<file path="src/hdl/ddi_pkg.sv">
/*
 * Constants, field layouts and carrier types for the debug instruction
 * register block.
 * Assumes a 32-bit register bus with word-aligned byte offsets.
 */
package ddi_pkg;

	// Register byte offsets within the block's window.
	localparam logic [11:0] OFF_STATUS   = 12'h000; // Debug status, read.
	localparam logic [11:0] OFF_COMMAND  = 12'h004; // Debug command, write.
	localparam logic [11:0] OFF_INSTR_LO = 12'h008; // debug_instr_low.
	localparam logic [11:0] OFF_INSTR_HI = 12'h00C; // debug_instr_high.
	localparam logic [11:0] OFF_CONFIG   = 12'h010; // config_report_zero.

	// Field positions of debug_instr_low.
	localparam int LO_BYTE1_MSB  = 31;
	localparam int LO_BYTE1_LSB  = 24;
	localparam int LO_BYTE0_MSB  = 23;
	localparam int LO_BYTE0_LSB  = 16;
	localparam int LO_CHAN_MSB   = 10;
	localparam int LO_CHAN_LSB   = 8;
	localparam int LO_THREAD_BIT = 0;

	// Field positions of config_report_zero.
	localparam int CFG_PERIPH_BIT  = 0;
	localparam int CFG_BOOT_EN_BIT = 1;
	localparam int CFG_MGR_NS_BIT  = 2;
	localparam int CFG_CHNLS_LSB   = 4;
	localparam int CFG_PERIPH_LSB  = 12;
	localparam int CFG_EVENTS_LSB  = 17;

	// Command codes and widths.
	localparam logic [1:0] CMD_EXECUTE = 2'h0; // Others are reserved.
	localparam int         NUM_CHAN    = 8;
	localparam logic [31:0] WORD_ZERO  = 32'h0000_0000;
	localparam logic [7:0]  CHAN_ONE   = 8'h01;

	// Dispatcher states.
	typedef enum logic {ST_IDLE, ST_BUSY} ddi_state_type;

	// Stored debug instruction and its target.
	typedef struct packed {
		logic [7:0] byte5;
		logic [7:0] byte4;
		logic [7:0] byte3;
		logic [7:0] byte2;
		logic [7:0] byte1;
		logic [7:0] byte0;
		logic [2:0] channel;
		logic       thread;
	} ddi_instr_type;

	// Tie-off configuration inputs.
	typedef struct packed {
		logic [4:0] num_events;
		logic [4:0] num_periph;
		logic       periph_en;
		logic [2:0] num_chnls;
	} ddi_tieoff_type;

endpackage

</file>
<file path="src/hdl/ddi_regs.sv">
/*
 * Debug instruction register bank: APB slave holding the two debug
 * instruction registers, the debug command and status registers and the
 * tie-off configuration report, plus the dispatcher that hands a stored
 * instruction to the execution engine.
 * Assumes an APB master on CLK and an engine that pulses EXEC_DONE once
 * per launched instruction.
 */
// Behaviour
// Low register: byte1 top, byte0 below
// Three-bit binary channel field selects channel
// Bit zero: manager thread or channel thread
// Channel thread uses channel field as target
// Software writes zeros into reserved bits
// High register holds bytes two to five
// Configuration register reports tie-off values
// Command code zero executes stored instruction
// Status bit: zero idle, one busy
// Instruction registers hold until rewritten
`timescale 1ns/1ps

module ddi_regs
(
	CLK,
	RST_B,
	PSEL,
	PENABLE,
	PWRITE,
	PADDR,
	PWDATA,
	PRDATA,
	PREADY,
	PSLVERR,
	TIEOFF,
	BOOT_MGR_NS,
	BOOT_FROM_PC,
	EXEC_VALID,
	EXEC_CMD,
	EXEC_MGR_SEL,
	EXEC_CHAN_SEL,
	EXEC_DONE
);
	input  wire logic                    CLK;
	input  wire logic                    RST_B;
	input  wire logic                    PSEL;
	input  wire logic                    PENABLE;
	input  wire logic                    PWRITE;
	input  wire logic [11:0]             PADDR;
	input  wire logic [31:0]             PWDATA;
	output logic      [31:0]             PRDATA;
	output logic                         PREADY;
	output logic                         PSLVERR;
	input  wire ddi_pkg::ddi_tieoff_type TIEOFF;
	input  wire logic                    BOOT_MGR_NS;
	input  wire logic                    BOOT_FROM_PC;
	output logic                         EXEC_VALID;
	output ddi_pkg::ddi_instr_type       EXEC_CMD;
	output logic                         EXEC_MGR_SEL;
	output logic      [7:0]              EXEC_CHAN_SEL;
	input  wire logic                    EXEC_DONE;

	////////////////////////////////////////////////////////////////////////
	// Decode.

	ddi_pkg::ddi_instr_type instr;      // Held instruction and target.
	ddi_pkg::ddi_state_type state;      // Dispatcher state.
	logic                   boot_seen;  // Boot straps already captured.
	logic                   mgr_ns;     // Boot strap captured after reset.
	logic                   boot_en;    // Boot strap captured after reset.
	logic [7:0]             next_chan;  // One-hot channel target; all zero for a manager thread.
	logic [31:0]            cfg_word;   // Assembled configuration word.
	logic [31:0]            rd_word;    // Read data selected by address.

	wire setup   = PSEL && !PENABLE;         // First APB cycle.
	wire access  = PSEL && PENABLE;          // Second APB cycle.
	wire hit_st  = PADDR == ddi_pkg::OFF_STATUS;
	wire hit_cmd = PADDR == ddi_pkg::OFF_COMMAND;
	wire hit_lo  = PADDR == ddi_pkg::OFF_INSTR_LO;
	wire hit_hi  = PADDR == ddi_pkg::OFF_INSTR_HI;
	wire hit_cfg = PADDR == ddi_pkg::OFF_CONFIG;
	wire mapped  = hit_st || hit_cmd || hit_lo || hit_hi || hit_cfg;
	wire wr_lo   = access && PWRITE && hit_lo;
	wire wr_hi   = access && PWRITE && hit_hi;
	// Reserved command codes and commands while busy are dropped.
	wire launch  = access && PWRITE && hit_cmd && state == ddi_pkg::ST_IDLE
		&& PWDATA[1:0] == ddi_pkg::CMD_EXECUTE;
	wire busy    = state == ddi_pkg::ST_BUSY;

	// Zero-wait slave; unmapped addresses answer with an error.
	assign PREADY  = 1'b1;
	assign PSLVERR = access && !mapped;

	// Tie-offs are packed into their report fields.
	always_comb
	begin
		cfg_word = ddi_pkg::WORD_ZERO;
		cfg_word[ddi_pkg::CFG_PERIPH_BIT] = TIEOFF.periph_en;
		cfg_word[ddi_pkg::CFG_BOOT_EN_BIT] = boot_en;
		cfg_word[ddi_pkg::CFG_MGR_NS_BIT] = mgr_ns;
		cfg_word[ddi_pkg::CFG_CHNLS_LSB +: 3] = TIEOFF.num_chnls;
		cfg_word[ddi_pkg::CFG_PERIPH_LSB +: 5] = TIEOFF.num_periph;
		cfg_word[ddi_pkg::CFG_EVENTS_LSB +: 5] = TIEOFF.num_events;
	end

	// Write-only registers read as zero, so only status and config show.
	always_comb
	begin
		rd_word = ddi_pkg::WORD_ZERO;
		if (hit_st)
		begin
			rd_word[0] = busy;
		end
		else if (hit_cfg)
		begin
			rd_word = cfg_word;
		end
	end

	////////////////////////////////////////////////////////////////////////
	// Registers.

	// Read data is sampled in the setup cycle so it comes from a flop.
	always_ff @(posedge CLK or negedge RST_B)
	begin
		if (!RST_B)
			PRDATA <= ddi_pkg::WORD_ZERO;
		else if (setup && !PWRITE)
			PRDATA <= rd_word;
	end

	// Straps are caught on the first edge after reset release; an async
	// reset may only load constants, so the capture is clocked.
	always_ff @(posedge CLK or negedge RST_B)
	begin
		if (!RST_B)
		begin
			boot_seen <= 1'b0;
			mgr_ns    <= 1'b0;
			boot_en   <= 1'b0;
		end
		else if (!boot_seen)
		begin
			boot_seen <= 1'b1;
			mgr_ns    <= BOOT_MGR_NS;
			boot_en   <= BOOT_FROM_PC;
		end
	end

	// Reserved bits are not stored; software is expected to write them
	// as zero, and a nonzero value there has no effect.
	always_ff @(posedge CLK or negedge RST_B)
	begin
		if (!RST_B)
		begin
			instr <= '0;
		end
		else
		begin
			if (wr_lo)
			begin
				instr.byte1   <= PWDATA[ddi_pkg::LO_BYTE1_MSB:
					ddi_pkg::LO_BYTE1_LSB];
				instr.byte0   <= PWDATA[ddi_pkg::LO_BYTE0_MSB:
					ddi_pkg::LO_BYTE0_LSB];
				instr.channel <= PWDATA[ddi_pkg::LO_CHAN_MSB:
					ddi_pkg::LO_CHAN_LSB];
				instr.thread  <= PWDATA[ddi_pkg::LO_THREAD_BIT];
			end
			if (wr_hi)
			begin
				{instr.byte5, instr.byte4, instr.byte3, instr.byte2}
					<= PWDATA;
			end
		end
	end

	////////////////////////////////////////////////////////////////////////
	// Dispatcher.

	// Channel target decode, one bit per channel.
	genvar gi;
	generate
		for (gi = 0; gi < ddi_pkg::NUM_CHAN; gi = gi + 1)
		begin : g_chan
			assign next_chan[gi] = instr.thread
				&& instr.channel == 3'(gi);
		end
	endgenerate

	// Launch copies the instruction so later register writes cannot
	// disturb an instruction the engine is still working on.
	always_ff @(posedge CLK or negedge RST_B)
	begin
		if (!RST_B)
		begin
			state         <= ddi_pkg::ST_IDLE;
			EXEC_VALID    <= 1'b0;
			EXEC_CMD      <= '0;
			EXEC_MGR_SEL  <= 1'b0;
			EXEC_CHAN_SEL <= 8'h00;
		end
		else
		begin
			EXEC_VALID <= launch;
			if (launch)
			begin
				state         <= ddi_pkg::ST_BUSY;
				EXEC_CMD      <= instr;
				EXEC_MGR_SEL  <= !instr.thread;
				EXEC_CHAN_SEL <= next_chan;
			end
			else if (busy && EXEC_DONE)
			begin
				state <= ddi_pkg::ST_IDLE;
			end
		end
	end
endmodule

</file>
<file path="config.mk">
export PLATFORM = sky130hd
export DESIGN_NAME = ddi_regs
export DESIGN_NICKNAME = d
export VERILOG_FILES = /design/src/hdl/ddi_pkg.sv /design/src/hdl/ddi_regs.sv
export SDC_FILE = /design/constraint.sdc
export NUM_CORES = 1
export LEC_CHECK = 0
export BUFFER_PORTS_ARGS = -buffer_cell sky130_fd_sc_hd__buf_4
export CORE_MARGIN = 8
export CORE_UTILIZATION = 45
export CTS_CLUSTER_DIAMETER = 80
export DETAILED_ROUTE_END_ITERATION = 6
export GPL_TIMING_DRIVEN = 0
export PLACE_DENSITY = 0.86
export SETUP_SLACK_MARGIN = 0.15
export SYNTH_ARGS = -nofsm -noshare
export SYNTH_HDL_FRONTEND = slang
export SYNTH_SLANG_ARGS = --single-unit
export TNS_END_PERCENT = 20
</file>
<file path="constraint.sdc">
create_clock -name CLK -period 1.8 [get_ports CLK]
set_input_delay 0.09 -clock CLK [delete_from_list [all_inputs] [get_ports CLK]]
set_output_delay 0.09 -clock CLK [all_outputs]
set_load 0.01 [all_outputs]
</file>
Word level (Yosys, flattened, before mapping)

Index checks and enable logic that the tools add are counted.

Register bits after elaboration: 150
Bits of input ports: 66
Output and inout bits: 96
Logic and storage cells: 72

Equal/unequal tests: 11
Mux-type cells: 5
Bitwise operators: 1
Reductions and logical operators: 31

Operators with widths:

| kind                                            | count |
|---|---|
| 2-to-1 mux 31 bit                               | 1 |
| == test 12 x 4 -> 1 bit (second input constant) | 2 |
| 2-to-1 mux 22 bit                               | 1 |
| logical AND 1 bit                               | 19 |
| == test 12 x 3 -> 1 bit (second input constant) | 1 |
| == test 12 x 5 -> 1 bit (second input constant) | 1 |
| == test 3 bit (second input constant)           | 4 |
| zero test 12 bit                                | 1 |
| == test 3 x 2 -> 1 bit (second input constant)  | 2 |
| zero test 1 bit                                 | 4 |
| logical OR 1 bit                                | 4 |
| == test 3 x 1 -> 1 bit (second input constant)  | 1 |
| zero test 3 bit                                 | 1 |
| 2-to-1 mux 1 bit                                | 3 |
| zero test 2 bit                                 | 1 |
| nonzero test 2 bit                              | 1 |
| inverter 1 bit                                  | 1 |

Depth between registers and ports, before layout

Depth in word-level cells: 7
Mapped depth: 7
Mapped depth without buffers: 4

Worst setup path after synthesis

Ideal clock, no wire load.

Path type: input to register
Start: input PADDR[0]
End: register instr[20] in the netlist's numbering
Library setup time: 0.125 ns
Arrival: 1.759 ns
Required time: 1.675 ns
Path slack: -0.084 ns
Stages on the path: 6
Path buffers: 2
Path through: or4_4 -> nor4_4 -> and3_1 -> buf_4 -> buf_6 -> mux2_2

Cells in the longest elaborated chain, start to end: 2

RTL lines:

| element                 | line           | RTL |
|---|---|---|
| from (decl)             | ddi_regs.sv:48 | `input wire logic [11:0] PADDR;` |
| == test 12 x 4 -> 1 bit | ddi_regs.sv:79 | `wire hit_hi = PADDR == ddi_pkg::OFF_INSTR_HI;` |
| logical AND 1 bit       | ddi_regs.sv:83 | `wire wr_hi = access && PWRITE && hit_hi;` |
| to (decl)               | ddi_regs.sv:65 | `ddi_pkg::ddi_instr_type instr;` |

Every way passes these cells.
A chain may end at the register's enable or synchronous reset.

Worst setup path after layout

Start: input PADDR[0]
End: register EXEC_CHAN_SEL[7]

Cells in the longest elaborated chain, start to end: 4

RTL lines:

| element                         | line            | RTL |
|---|---|---|
| == test 12 x 3 -> 1 bit         | ddi_regs.sv:77  | `wire hit_cmd = PADDR == ddi_pkg::OFF_COMMAND;` |
| logical AND 1 bit (2 in series) | ddi_regs.sv:85  | `wire launch = access && PWRITE && hit_cmd && state == ddi_pkg::ST_IDLE` |
| logical AND 1 bit               | ddi_regs.sv:86  | `&& PWDATA[1:0] == ddi_pkg::CMD_EXECUTE;` |
| to (signal assigned)            | ddi_regs.sv:210 | `EXEC_CHAN_SEL <= next_chan;` |
| to (decl)                       | ddi_regs.sv:59  | `output logic [7:0] EXEC_CHAN_SEL;` |

Every way passes these cells.

==> reports/metrics.csv <==
metric,value,unit
setup ws final,0.173,ns
Slew @ Worst Pin,0.534,ns
n_diodes,0,
GRT busiest layer,met2,
htree depth,4,
final cell count without fillers,725,
CTS buffer count,17,
Post-synth top cells,"134 x dfrtp_1, 100 x mux2_2, 18 x buf_4",
die height,125,µm
Initial Util,46.2,%
"Reg clk slew, reported paths",0.06,ns
P&R area growth vs syn,48.2,%
CTS sink count,134,
switching share of power,21.6,%
Placed Instances,639,
final worst path period need,1.63,ns
grt met2 use,28.1,%
CP Capture Type,flop,
clock skew,0.00550,ns
post-layout util,68.5,%
Detail Route Antenna Nets,0,
Initial DRC Count,159,
routability cong.,0.716,
register area share after synthesis,63.2,%
share of layout cells above drive strength 1,55.2,%
Ports,162,
"EDFF count, synth",0,
CP Launch Point,PADDR[0],
Final Cycle Share,90.4,%
Yosys warning count,0,
post-synthesis average cell area,15.8,µm²
Yosys top cell by area,dfrtp_1,
status,completed,
Comb pwr share,5.3,%
Gate Count Post-Synth,335,
Finished Cell Area,0.00786,mm²
met1 usage,19.1,%
port bufs,144,
synthesized area,0.00530,mm²
Total Routed Length,13000,µm
global-route wire length before repair,21200,µm
worst hold path class,primary input to flop,
Net Switching,1.47,mW
row count,39,
reg-to-reg startpoint,busy$_DFFE_PN0P_,
Final Slew Violations,0,
largest net degree at the start of global routing,78,
Flop pwr share,44.5,%
Finish-stage setup viols,0,
TNS Setup,0,ns
Leak,4.17,nW
worst path required time,2.08,ns
Initial DRT Pass Iterations,4,
DP HPWL,8670,µm
Core ar.,0.0115,mm²
P_int,5.32,mW
Avg WL per Cell,17.9,µm
Pwr Density,864,mW/mm²
Max-slew headroom,64.4,%
peak supply drop,0.000508,V
vias in the first global route,4130,
CTS tree,done,
crit start category,primary input,
GR Util met3,6.68,%
dpl ws,-0.355,ns
Synth area leaders,"dfrtp_1 63%, mux2_2 21%, mux2_1 2.8%",
nets@finish,635,
clock power share,50.1,%
maximum clock insertion buffer count,2,
"count leader, synth",dfrtp_1,
initial antenna violation count,0,
max-cap violations,0,
Final Hold Viols,0,
die area,0.0155,mm²
RSZ-0062 raised after global routing,true,
global route overflow,0,
GR Util All Layers,16.7,%
ys async rst share,100,%
clk_lat worst skew,0.40,ns
maximum fanout along the worst path,10,
Die X,125,µm
Synth Flop Type,dfrtp_1,
Area after DPL,0.00666,mm²
Vias,3532,
Seq cells post-synth,134,
Crit path arrival time,1.91,ns
worst hold start,PADDR[1],
post-synth cell types,29,
via-per-instance ratio,4.87,
top cell type's share of synthesized area,63.2,%
clk root buf,clkbuf_16,
critical path type,primary input to flop,
# DRC,0,
Achievable Freq,615,MHz
==> registers in the layout, indices dropped and copies added, names as in the netlist <==
name / flops
EXEC_CMD: 52
instr: 52
PRDATA: 16
EXEC_CHAN_SEL: 8
EXEC_MGR_SEL: 1
EXEC_VALID: 1
boot_en: 1
boot_seen: 1
busy: 1
mgr_ns: 1
==> worst paths after layout <==
path,cells past startpoint,endpoint,slack [ns]
setup / recovery,7,EXEC_CHAN_SEL[7]$_DFFE_PN0P_,0.17
hold / removal,3,EXEC_VALID$_DFF_PN0_,0.04
setup reg to reg,5,EXEC_CHAN_SEL[7]$_DFFE_PN0P_,0.26
hold reg to reg,1,instr[38]$_DFFE_PN0P_,0.48
max in group asynchronous,3,EXEC_CMD[50]$_DFFE_PN0P_,0.82
min in group asynchronous,2,instr[33]$_DFFE_PN0P_,0.22
==> cells in the final DEF, fill, tap and decap left out, types with 2 or more instances in the layout <==
master,instances
nand3_4,2
nor4_1,2
nand2b_1,3
buf_6,5
dfrtp_1,134
buf_8,6
buf_4,161
or4_4,2
buf_2,4
inv_6,5
conb_1,18
dlygate4sd3_1,50
nor4_4,2
nor3_1,3
nor2_1,6
bufinv_16,2
a22o_1,16
clkbuf_1,3
o21ai_0,2
clkinvlp_4,5
clkbuf_16,18
nand2_1,3
mux2_4,3
mux2i_1,2
inv_1,2
mux2_1,11
mux2_2,100
==> per-layer routing <==
metal	up-vias	wire length (µm)
met4	0	155
met5	-	0
met1	1764	5500
met2	126	6430
met3	14	884
li1	1628	-
==> what timing repair did <==
action	4_1_cts	5_1_grt
hold buffers	50	0
hold endpoints to repair	126	0
pin swaps	1	3
setup endpoints to repair	89	84
cloned	0	2
setup buffers	1	1
resized for setup	2	13
==> power by group through the flow <==
stage / clock network (mW) / registers, mW / logic, mW
after detailed placement: 0 / 3.08 / 0.261
after global placement: 0 / 3.08 / 0.244
after CTS: 3.48 / 3.02 / 0.352
after floorplan: 0 / 3.08 / 0.0651
after global routing: 3.62 / 3.02 / 0.395
final: 3.40 / 3.02 / 0.362
==> area by class of cell <==
| class | instances | area, µm² |
|---|---|---|
| inverters | 2 | 7.51 |
| well taps | 143 | 179 |
| clock inverters | 13 | 146 |
| clock buffers | 19 | 443 |
| flip-flops and latches | 134 | 3350 |
| fillers | 779 | 3610 |
| plain buffers | 33 | 299 |
| multi-input cells | 183 | 1780 |
| repair buffers | 198 | 1660 |
==> stage by stage <==
step	hold slack, ns	total power, mW
detailed placement	0.0905	3.34
global route	0.0332	7.04
floorplan	-0.206	3.14
global placement	0.272	3.32
finish	0.0449	6.79
CTS	0.0266	6.85
==> kinds of logic (layout without fill, tap and decap cells) <==
group	after synthesis	in the layout	synth area share, %
multiplexers	116	116	24.7
AND/OR/NAND/NOR	29	30	3.78
flip-flops	134	134	63.2
other	2	18	0.142
buffers and inverters	35	265	5.26
AO/OA/AOI/OAI	19	19	2.93
==> worst max-delay path, cell delays in order <==
cell and delay (ns):
buf_6 0.09, or4_4 0.56, nor4_4 0.29, buf_4 0.20, nand3_4 0.16, buf_6 0.20
mux2_1 0.31
Note: power is estimated with default switching activity, not from simulation.
